<file path="src/design/csss_pkg.sv">
package csss_pkg;

   // Clock and sequencing times.
   localparam int unsigned SYS_CLK_MHZ = 200;
   localparam int unsigned SEQ_UNIT_NS = 25000;
   localparam int unsigned PWRUP_DELAY_NS = 220000;
   localparam int unsigned DEBOUNCE_MS = 8;
   localparam int unsigned SEQ_UNIT_CYC = (SEQ_UNIT_NS * SYS_CLK_MHZ + 999) / 1000;
   localparam int unsigned PWRUP_CYC = (PWRUP_DELAY_NS * SYS_CLK_MHZ + 999) / 1000;
   localparam int unsigned DEBOUNCE_CYC = DEBOUNCE_MS * 1000 * SYS_CLK_MHZ;
   localparam int unsigned ACT_UNITS = 7;
   localparam int unsigned DEACT_UNITS = 2;
   localparam int unsigned CNT_W = 24;

   // Pin vector layout and its reset picture (session idle, selects low).
   localparam int unsigned NPINS = 4;
   localparam int unsigned PIN_SESSION_N = 0;
   localparam int unsigned PIN_LOW_V = 1;
   localparam int unsigned PIN_HIGH_MID = 2;
   localparam int unsigned PIN_PRESENT = 3;
   localparam logic [3:0] PIN_RST = 4'h1;

   // Register byte offsets.
   localparam int unsigned ADDR_W = 4;
   localparam logic [3:0] ADDR_STATUS = 4'h0;
   localparam logic [3:0] ADDR_IRQ_STATUS = 4'h4;
   localparam logic [3:0] ADDR_IRQ_MASK = 4'h8;
   localparam logic [3:0] ADDR_CTRL = 4'hC;

   // Status register fields.
   localparam int unsigned ST_STATE_LSB = 0;
   localparam int unsigned ST_VCC_LSB = 8;
   localparam int unsigned ST_CARD_PRESENT_SWITCH_BIT = 12;
   localparam int unsigned ST_SETTLED_BIT = 13;
   localparam int unsigned ST_OK_BIT = 14;
   localparam int unsigned ST_PINS_LSB = 16;

   // Interrupt bits.
   localparam int unsigned IRQ_W = 6;
   localparam int unsigned IRQ_ACTIVE = 0;
   localparam int unsigned IRQ_DEACT_DONE = 1;
   localparam int unsigned IRQ_STOP_ENTER = 2;
   localparam int unsigned IRQ_STOP_EXIT = 3;
   localparam int unsigned IRQ_CARD_PRESENT_SWITCH_CHG = 4;
   localparam int unsigned IRQ_FAULT = 5;
   localparam logic [5:0] IRQ_MASK_RST = 6'h00;
   localparam int unsigned CTRL_FAULT_BIT = 0;
   localparam logic CTRL_FAULT_RST = 1'b0;

   typedef enum logic [5:0] {
      ST_INACTIVE = 6'h01,
      ST_ACTIVATING = 6'h02,
      ST_ACTIVE = 6'h04,
      ST_DEACT = 6'h08,
      ST_STOP = 6'h10,
      ST_WAKE = 6'h20
   } csss_state_type;

   typedef enum logic [1:0] {
      VCC_1V8 = 2'h1,
      VCC_3V0 = 2'h2,
      VCC_5V0 = 2'h3
   } csss_vcc_type;

endpackage

</file>
<file path="src/design/csss_pins_if.sv">
`timescale 1ns/1ps
interface csss_pins_if #(parameter int unsigned W = 4);
   logic [W-1:0] raw;
   logic [W-1:0] clean;
   modport sync (input raw, output clean);
   modport user (output raw, input clean);
endinterface

</file>
<file path="src/design/csss_debounce.sv">
`timescale 1ns/1ps
module csss_debounce
   import csss_pkg::*;
#(
   parameter int unsigned DEB_CYC = DEBOUNCE_CYC
) (
   // Clock and reset.
   input wire logic sys_clk,
   input wire logic rstn,
   // Control and level.
   input wire logic restart,
   input wire logic level_in,
   output logic level_out,
   output logic settled
);
   localparam logic [CNT_W-1:0] LAST = CNT_W'(DEB_CYC - 1);
   logic cand_r;
   logic [CNT_W-1:0] cnt_r;

   always_ff @(posedge sys_clk) begin
      if (!rstn) begin
         cand_r <= 1'b0;
         cnt_r <= '0;
         level_out <= 1'b0;
         settled <= 1'b0;
      end else if (restart || level_in != cand_r) begin
         cand_r <= level_in;
         cnt_r <= '0;
         settled <= 1'b0;
      end else if (cnt_r == LAST) begin
         level_out <= cand_r;
         settled <= 1'b1;
      end else begin
         cnt_r <= cnt_r + CNT_W'(1);
      end
   end
endmodule

</file>
<file path="src/design/csss_pin_sync.sv">
`timescale 1ns/1ps
module csss_pin_sync #(
   parameter int unsigned W = 4,
   parameter logic [W-1:0] RST = '0
) (
   // Clock and reset.
   input wire logic sys_clk,
   input wire logic rstn,
   // Raw pins in, settled levels out.
   csss_pins_if.sync pins
);
   logic [W-1:0] s1_r;
   logic [W-1:0] s2_r;
   logic [W-1:0] s3_r;

   // A level is accepted only once two stages agree, so a pin caught
   // mid-transition never reaches the sequencer.
   for (genvar i = 0; i < W; i++) begin : g_bit
      always_ff @(posedge sys_clk) begin
         if (!rstn) begin
            s1_r[i] <= RST[i];
            s2_r[i] <= RST[i];
            s3_r[i] <= RST[i];
            pins.clean[i] <= RST[i];
         end else begin
            s1_r[i] <= pins.raw[i];
            s2_r[i] <= s1_r[i];
            s3_r[i] <= s2_r[i];
            if (s2_r[i] == s3_r[i]) begin
               pins.clean[i] <= s3_r[i];
            end
         end
      end
   end
endmodule

</file>
<file path="src/design/csss_top.sv">
`timescale 1ns/1ps
// Summary of operation
// - Stop mode is entered when session request, low-voltage select and high/mid select are all high.
// - Stop mode is entered only from the inactive state, never during a session.
// - In stop mode the presence output copies the card-present switch level.
// - Stop mode ends as soon as any of the three control inputs goes low.
// - After stop mode the presence output stays low until power-up delay and debounce both expire.
// - A running deactivation always completes before stop mode can be entered.
// - The low-voltage select outranks the high/mid select when choosing the supply.
// - Low-voltage select high gives 1.8V, otherwise high/mid high gives 5V and low gives 3V.
// - Exactly three supply levels exist: 1.8V, 3V and 5V.
// - Session request returning high runs a deactivation back to the inactive state.
// - In the inactive state the presence output is low without a card and high with one.
module csss_top
   import csss_pkg::*;
#(
   parameter int unsigned UNIT_CYC = SEQ_UNIT_CYC,
   parameter int unsigned PWR_CYC = PWRUP_CYC,
   parameter int unsigned DEB_CYC = DEBOUNCE_CYC
) (
   // Clock and reset.
   input wire logic sys_clk,
   input wire logic rstn,
   // Avalon-MM slave.
   input wire logic [ADDR_W-1:0] avs_address,
   input wire logic avs_read,
   input wire logic avs_write,
   input wire logic [31:0] avs_writedata,
   input wire logic [3:0] avs_byteenable,
   output logic [31:0] avs_readdata,
   output logic avs_waitrequest,
   // Host control pins.
   input wire logic card_session_request_n,
   input wire logic low_voltage_select,
   input wire logic high_mid_voltage_select,
   input wire logic card_present_switch,
   // Card side and status.
   output logic presence_ok,
   output logic vcc_enable,
   output logic [1:0] vcc_level,
   output logic card_active,
   output logic stop_mode,
   output logic irq
);
   localparam logic [CNT_W-1:0] ACT_LAST = CNT_W'(ACT_UNITS * UNIT_CYC - 1);
   localparam logic [CNT_W-1:0] DEACT_LAST = CNT_W'(DEACT_UNITS * UNIT_CYC - 1);
   localparam logic [CNT_W-1:0] PWR_LAST = CNT_W'(PWR_CYC - 1);

   function automatic csss_vcc_type vcc_decode(input logic low_v, input logic high_mid);
      if (low_v) begin
         return VCC_1V8;
      end
      return high_mid ? VCC_5V0 : VCC_3V0;
   endfunction

   function automatic logic enters(input csss_state_type cur, input csss_state_type nxt,
                                   input csss_state_type s);
      return (nxt == s) && (cur != s);
   endfunction

   csss_pins_if #(.W(NPINS)) pin_bus ();
   logic session_n;
   logic low_v;
   logic high_mid;
   logic card_present_switch_now;
   logic card_present_switch_stable;
   logic card_present_switch_settled;
   logic card_present_switch_prev_r;
   logic stop_combo;
   logic fault;
   logic in_session;
   logic fault_seen_r;
   logic pwr_done_r;
   logic deb_restart;
   csss_state_type state_r;
   csss_state_type state_nxt;
   logic [CNT_W-1:0] cnt_r;
   logic [IRQ_W-1:0] ev;
   logic [IRQ_W-1:0] irq_stat_r;
   logic [IRQ_W-1:0] irq_mask_r;
   logic ctrl_fault_r;
   logic [31:0] rd_nxt;
   logic bus_req;
   logic bus_take;

   assign pin_bus.raw[PIN_SESSION_N] = card_session_request_n;
   assign pin_bus.raw[PIN_LOW_V] = low_voltage_select;
   assign pin_bus.raw[PIN_HIGH_MID] = high_mid_voltage_select;
   assign pin_bus.raw[PIN_PRESENT] = card_present_switch;

   csss_pin_sync #(.W(NPINS), .RST(PIN_RST)) u_sync (
      .sys_clk(sys_clk),
      .rstn(rstn),
      .pins(pin_bus.sync)
   );

   assign session_n = pin_bus.clean[PIN_SESSION_N];
   assign low_v = pin_bus.clean[PIN_LOW_V];
   assign high_mid = pin_bus.clean[PIN_HIGH_MID];
   assign card_present_switch_now = pin_bus.clean[PIN_PRESENT];
   assign stop_combo = session_n & low_v & high_mid;
   assign in_session = (state_r == ST_ACTIVATING) || (state_r == ST_ACTIVE);
   // Card removal acts on the first edge, without waiting for debounce.
   assign fault = !card_present_switch_now || ctrl_fault_r;
   assign deb_restart = enters(state_r, state_nxt, ST_WAKE);

   csss_debounce #(.DEB_CYC(DEB_CYC)) u_deb (
      .sys_clk(sys_clk),
      .rstn(rstn),
      .restart(deb_restart),
      .level_in(card_present_switch_now),
      .level_out(card_present_switch_stable),
      .settled(card_present_switch_settled)
   );

   always_comb begin
      state_nxt = state_r;
      case (state_r)
         ST_INACTIVE: begin
            if (stop_combo) begin
               state_nxt = ST_STOP;
            end else if (!session_n && card_present_switch_stable && card_present_switch_settled) begin
               state_nxt = ST_ACTIVATING;
            end
         end
         ST_ACTIVATING: begin
            if (session_n || fault) begin
               state_nxt = ST_DEACT;
            end else if (cnt_r == ACT_LAST) begin
               state_nxt = ST_ACTIVE;
            end
         end
         ST_ACTIVE: begin
            if (session_n || fault) begin
               state_nxt = ST_DEACT;
            end
         end
         ST_DEACT: begin
            if (cnt_r == DEACT_LAST) begin
               state_nxt = ST_INACTIVE;
            end
         end
         ST_STOP: begin
            if (!stop_combo) begin
               state_nxt = ST_WAKE;
            end
         end
         ST_WAKE: begin
            if (pwr_done_r && card_present_switch_settled) begin
               state_nxt = ST_INACTIVE;
            end
         end
         default: begin
            state_nxt = ST_INACTIVE;
         end
      endcase
   end

   always_ff @(posedge sys_clk) begin
      if (!rstn) begin
         state_r <= ST_INACTIVE;
      end else begin
         state_r <= state_nxt;
      end
   end

   // One counter times activation, deactivation and the power-up delay.
   always_ff @(posedge sys_clk) begin
      if (!rstn) begin
         cnt_r <= '0;
         pwr_done_r <= 1'b0;
      end else if (state_nxt != state_r) begin
         cnt_r <= '0;
         pwr_done_r <= 1'b0;
      end else if (state_r == ST_WAKE && cnt_r == PWR_LAST) begin
         pwr_done_r <= 1'b1;
      end else begin
         cnt_r <= cnt_r + CNT_W'(1);
      end
   end

   always_ff @(posedge sys_clk) begin
      if (!rstn) begin
         fault_seen_r <= 1'b0;
      end else if (state_r == ST_INACTIVE) begin
         fault_seen_r <= 1'b0;
      end else if (in_session && fault) begin
         fault_seen_r <= 1'b1;
      end
   end

   always_ff @(posedge sys_clk) begin
      if (!rstn) begin
         presence_ok <= 1'b0;
      end else begin
         case (state_nxt)
            ST_STOP: presence_ok <= card_present_switch_now;
            ST_WAKE: presence_ok <= 1'b0;
            ST_INACTIVE: presence_ok <= card_present_switch_stable && card_present_switch_settled;
            default: presence_ok <= !(fault_seen_r || fault);
         endcase
      end
   end

   // The selection is shown at all times; the supply runs only in session.
   always_ff @(posedge sys_clk) begin
      if (!rstn) begin
         vcc_level <= VCC_3V0;
         vcc_enable <= 1'b0;
         card_active <= 1'b0;
         stop_mode <= 1'b0;
      end else begin
         vcc_level <= vcc_decode(low_v, high_mid);
         vcc_enable <= (state_nxt == ST_ACTIVATING) || (state_nxt == ST_ACTIVE);
         card_active <= state_nxt == ST_ACTIVE;
         stop_mode <= state_nxt == ST_STOP;
      end
   end

   always_ff @(posedge sys_clk) begin
      if (!rstn) begin
         card_present_switch_prev_r <= 1'b0;
      end else begin
         card_present_switch_prev_r <= card_present_switch_stable;
      end
   end

   always_comb begin
      ev = '0;
      ev[IRQ_ACTIVE] = enters(state_r, state_nxt, ST_ACTIVE);
      ev[IRQ_DEACT_DONE] = (state_r == ST_DEACT) && (state_nxt == ST_INACTIVE);
      ev[IRQ_STOP_ENTER] = enters(state_r, state_nxt, ST_STOP);
      ev[IRQ_STOP_EXIT] = deb_restart;
      ev[IRQ_CARD_PRESENT_SWITCH_CHG] = card_present_switch_prev_r != card_present_switch_stable;
      ev[IRQ_FAULT] = in_session && fault && !fault_seen_r;
   end

   // A request is answered one cycle after it appears; bus_take is the
   // edge at which the master sees waitrequest low.
   assign bus_req = avs_read || avs_write;
   assign bus_take = bus_req && !avs_waitrequest;

   always_comb begin
      rd_nxt = '0;
      case (avs_address)
         ADDR_STATUS: begin
            rd_nxt[ST_STATE_LSB +: 6] = state_r;
            rd_nxt[ST_VCC_LSB +: 2] = vcc_level;
            rd_nxt[ST_CARD_PRESENT_SWITCH_BIT] = card_present_switch_stable;
            rd_nxt[ST_SETTLED_BIT] = card_present_switch_settled;
            rd_nxt[ST_OK_BIT] = presence_ok;
            rd_nxt[ST_PINS_LSB +: NPINS] = pin_bus.clean;
         end
         ADDR_IRQ_STATUS: rd_nxt[IRQ_W-1:0] = irq_stat_r;
         ADDR_IRQ_MASK: rd_nxt[IRQ_W-1:0] = irq_mask_r;
         ADDR_CTRL: rd_nxt[CTRL_FAULT_BIT] = ctrl_fault_r;
         default: rd_nxt = '0;
      endcase
   end

   always_ff @(posedge sys_clk) begin
      if (!rstn) begin
         avs_waitrequest <= 1'b1;
         avs_readdata <= '0;
      end else if (bus_take) begin
         avs_waitrequest <= 1'b1;
      end else if (bus_req) begin
         avs_waitrequest <= 1'b0;
         avs_readdata <= avs_read ? rd_nxt : '0;
      end
   end

   always_ff @(posedge sys_clk) begin
      if (!rstn) begin
         irq_mask_r <= IRQ_MASK_RST;
         ctrl_fault_r <= CTRL_FAULT_RST;
      end else if (bus_take && avs_write && avs_byteenable[0]) begin
         if (avs_address == ADDR_IRQ_MASK) begin
            irq_mask_r <= avs_writedata[IRQ_W-1:0];
         end
         if (avs_address == ADDR_CTRL) begin
            ctrl_fault_r <= avs_writedata[CTRL_FAULT_BIT];
         end
      end
   end

   // Only the bits actually returned are cleared, and a new event in the
   // same cycle still sets its bit.
   always_ff @(posedge sys_clk) begin
      if (!rstn) begin
         irq_stat_r <= '0;
         irq <= 1'b0;
      end else begin
         if (bus_take && avs_read && avs_address == ADDR_IRQ_STATUS) begin
            irq_stat_r <= (irq_stat_r & ~avs_readdata[IRQ_W-1:0]) | ev;
         end else begin
            irq_stat_r <= irq_stat_r | ev;
         end
         irq <= |(irq_stat_r & irq_mask_r);
      end
   end

endmodule

</file>
<file path="config.mk">
export PLATFORM = sky130hd
export DESIGN_NAME = csss_top
export DESIGN_NICKNAME = d
export VERILOG_FILES = /design/src/design/csss_pkg.sv /design/src/design/csss_pins_if.sv /design/src/design/csss_debounce.sv /design/src/design/csss_pin_sync.sv /design/src/design/csss_top.sv
export SDC_FILE = /design/constraint.sdc
export NUM_CORES = 1
export LEC_CHECK = 0
export BUFFER_PORTS_ARGS = -buffer_cell sky130_fd_sc_hd__buf_4
export CORE_ASPECT_RATIO = 2
export CORE_UTILIZATION = 51
export DETAILED_ROUTE_END_ITERATION = 6
export GPL_TIMING_DRIVEN = 1
export PLACE_DENSITY = 0.77
export SYNTH_ARGS = -nofsm -noshare
export SYNTH_HDL_FRONTEND = slang
export SYNTH_HIERARCHICAL = 1
export SYNTH_SLANG_ARGS = --single-unit
</file>
<file path="constraint.sdc">
create_clock -name sys_clk -period 2.3 [get_ports sys_clk]
set_input_delay 0 -clock sys_clk [delete_from_list [all_inputs] [get_ports sys_clk]]
set_output_delay 0 -clock sys_clk [all_outputs]
set_load 0.005 [all_outputs]
</file>
==> run summary <==
## Hold path
* **class of the worst hold path** primary input to flip-flop
* **startpoint of the lowest-slack hold path** avs_address[2]
* **worst hold path cell count** 4

## STA
* **RSZ-0062 raised after global routing** yes
* **worst setup slack after layout** -0.07967 ns
* **Min Clock Period, post-route** 2.380 ns
* **number of endpoints with negative hold slack in the final report** 0
* **maximum clock frequency** 0.4202 GHz
* **setup skew after layout** 0.009397 ns
* **Final Setup Violations** 26
* **worst-case headroom to the max-slew limit** 0.1620
* **Slew Viols, Final** 0
* **crit share post-route** 1.035
* **Slew @ Worst Pin** 1.249 ns

## Setup path
* **Setup crit start kind** flip-flop
* **r2r startpoint** cnt_r[17]$_SDFFE_PP0N_
* **CP max-delay cell** or4_4
* **reg2reg path depth** 6
* **delay of the slowest cell on the worst path** 0.54 ns
* **Critical Path Source** cnt_r[17]$_SDFFE_PP0N_
* **worst setup path class** flip-flop to flip-flop
* **Critical Path AT** 2.62 ns
* **Worst Path Buf+Inv** 0
* **Top delay family on crit path** simple AND/OR/NAND/NOR gates
* **CP Cell Sequence** or4_4 -> or4_4 -> o31ai_4 -> o2111ai_2 -> o211a_1 -> o21bai_1
* **maximum fanout count along the critical path** 2
* **crit path capture type** flip-flop
* **Crit path top cell by count** or4_4
* **required time reported for the critical path endpoint** 2.54 ns
* **WP depth** 6

## Logic synthesis
* **number of flops mapped to enable cells by yosys** 0
* **proportion of synthesized chip area in sequential cells** 0.4247
* **cell count after synthesis** 601
* **unique cell type count in the Yosys netlist** 68
* **Yosys warning total** 6
* **post-synth design cell area** 5279 um2
* **average size of a mapped cell** 8.783 um2
* **Post-synth top flop** dfxtp_1
* **FFs w/ async S/R, synth** 0
* **number of register bits inferred by synthesis** 112

## Placed design
* **Routability Congestion** 0.9584
* **number of port buffers** 41
* **placed instance count** 802
* **Post-Place Cell Area** 5954 um2
* **placed wire-length estimate after detailed placement** 10130 um

## Cells and area
* **commonest non-fill, non-tap cells in the layout** dfxtp_1 (107), buf_4 (88), nor2_1 (67)
* **fin util** 0.6510
* **Area Growth Syn to Fin** 24.37%
* **number of fill cells in the layout** 818
* **Final Instance Count excl. Fillers** 839
* **count of antenna diodes in the layout** 0
* **finished layout cell area** 6565 um2
* **most common library cell in the layout ignoring fill and taps** dfxtp_1
* **share of layout cells above drive strength 1** 0.2244
* **layout net count** 749

## Global routing
* **total global-route track usage** 0.2708
* **vias in the first global route** 4768
* **maximum number of pins on one net before global-route repair** 31
* **global routing's busiest layer** met2
* **met2 layer usage reported by global route** 0.4977
* **antenna violations before repair** 0
* **global-route met1 utilization** 0.2528
* **met3 GRT Util** 0.06302
* **wire length of the first global-routing pass** 22450 um
* **overflow left after global routing** 0

## Clocking
* **CTS tree** done
* **insertion delay of the later-clocked pin in the worst-skew pair** 0.35 ns
* **H-tree depth** 3
* **clock net sink count** 112
* **TritonCTS buffer count** 9
* **buffer type at the clock tree root** clkbuf_16
* **Max Root-Sink Buffers** 2
* **clk slew on worst S/H paths** 0.08 ns

## Status
* **violated checks** negative setup slack
* **outcome** finished, violations left

## Drt
* **WL/cell** 16.78 um
* **total vias in the final route** 4917
* **via count normalized by instance count** 5.861
* **DR iter-0 viols** 307
* **number of remaining DRC errors** 0
* **wire length after detailed routing** 14080 um
* **ANT nets after route** 0
* **1st-pass router iterations** 5

## Floorplanning
* **area of the core region** 10080 um2
* **ports placed on the boundary** 88
* **width of the die** 73.94 um
* **Die Y-Extent** 145.9 um
* **num rows** 52
* **Starting Density** 0.5234
* **Die Footprint** 10790 um2

## Power
* **Pwr Density** 578.5 nW/um2
* **leakage power** 2.535 nW
* **overall power consumption** 3.798 mW
* **Max rail drop VDD** 401.8 uV

## Run
* **MaxCap Viol Count** 0

what timing repair did:
| item | 4_1_cts | 5_1_grt |
|---|---|---|
| resized for setup | 5 | 21 |
| setup buffers | 0 | 1 |
| setup endpoints to repair | 22 | 58 |
| hold endpoints to repair | 22 | 0 |
| hold buffers | 19 | 0 |
| pin swaps | 4 | 9 |
| gates cloned | 1 | 0 |
layout make-up:
class | instances | area [um2] | share of cell area
sequential | 112 | 2248 | 0.3425
inverter | 8 | 30.03 | 0.004574
clock buffer | 9 | 225.2 | 0.03431
clock inverter | 7 | 95.09 | 0.01448
tap | 135 | 168.9 | 0.02573
timing repair buffer | 111 | 904.6 | 0.1378
multi-input combinational | 457 | 2893 | 0.4406
routing by layer:
| metal | vias to the layer above | part of all wire | wire (um) |
|---|---|---|---|
| met2 | 166 | 0.56 | 7817 |
| met1 | 2355 | 0.34 | 4831 |
| li1 | 2336 | - | - |
| met3 | 60 | 0.045 | 634 |
| met4 | 0 | 0.056 | 793 |
| met5 | - | 0 | 0 |
flip-flops by register name, indices dropped and copies added (netlist names), 2 cells and up:
signal             count
u_sync/s2_r            4
cnt_r                 24
u_sync/s1_r            4
u_sync/s3_r            4
u_deb/cnt_r           24
irq_stat_r             6
u_sync/pins.clean      4
irq_mask_r             6
state_r                6
avs_readdata          15
vcc_level              2
power by group:
group | total, mW | switching [mW] | internal (mW) | leakage [nW]
Clock | 1.65 | 0.768 | 0.880 | 0.157
Combinational | 0.178 | 0.0929 | 0.0848 | 1.47
Sequential | 1.97 | 0.0154 | 1.96 | 0.907
Total | 3.80 | 0.876 | 2.92 | 2.54
worst register-to-register path, delay by kind of cell (launching register included):
kind             cells  cell delay, ns
AO/OA/AOI/OAI        4            0.89
flip-flops           1            0.32
AND/OR/NAND/NOR      2            1.07
Yosys cell counts, drive strengths merged, types with 3 or more instances:
master  number  area share
and2        21       0.026
nand2       45       0.032
or3         11       0.014
nor2b        3      0.0036
o211a        4      0.0076
o211ai       3      0.0069
a211oi       6      0.0085
o31ai        4      0.0083
or4          9       0.015
clkbuf      16       0.011
a31oi        4      0.0047
or2          5      0.0059
a21boi       4      0.0057
xnor2       10       0.017
and3        10       0.012
a22oi       18       0.026
nand3b       3      0.0043
inv          8      0.0057
nor4        11       0.016
buf         24       0.034
nor4b        4      0.0066
dfxtp      112        0.42
nand2b       5      0.0059
and4         8       0.014
nor2        74       0.053
mux2i       16       0.030
a21oi       29       0.027
nand4       15       0.019
xor2        19       0.032
nor3        15       0.016
o21ai       28       0.027
nand3       25       0.024
o21a         3      0.0043
metrics by stage:
step	setup TNS (ns)	worst slack (ns)	hold slack (ns)
2_1_floorplan	0	0.06454	0.07304
3_3_place_gp	-0.01944	-0.01944	0.1921
3_5_place_dp	-0.4108	-0.05283	0.1959
4_1_cts	-0.8461	-0.06352	0.09422
5_1_grt	-2.830	-0.1279	0.1287
6_report	-1.154	-0.07967	0.1006
worst paths after layout:
kind / to / slack (ns)
worst min-delay path: irq_mask_r[0]$_SDFFE_PN0P_ / 0.10
worst max register to register: vcc_enable$_SDFF_PN0_ / -0.08
worst max-delay path: vcc_enable$_SDFF_PN0_ / -0.08
worst min register to register: u_sync/s2_r[0]$_SDFF_PN1_ / 0.42
logic make-up after synthesis:
logic type / count (synthesis) / share of synthesized area
and+or+nand+nor: 275 / 0.2859
other: 1 / 0.0007104
AOI/OAI and AO/OA: 116 / 0.1477
xor gates and xnor gates: 29 / 0.04811
DFF: 112 / 0.4247
adders and majority gates: 3 / 0.006873
muxes: 17 / 0.03460
buffers and inverters: 48 / 0.05143
Note: power is estimated with default switching activity, not from simulation.
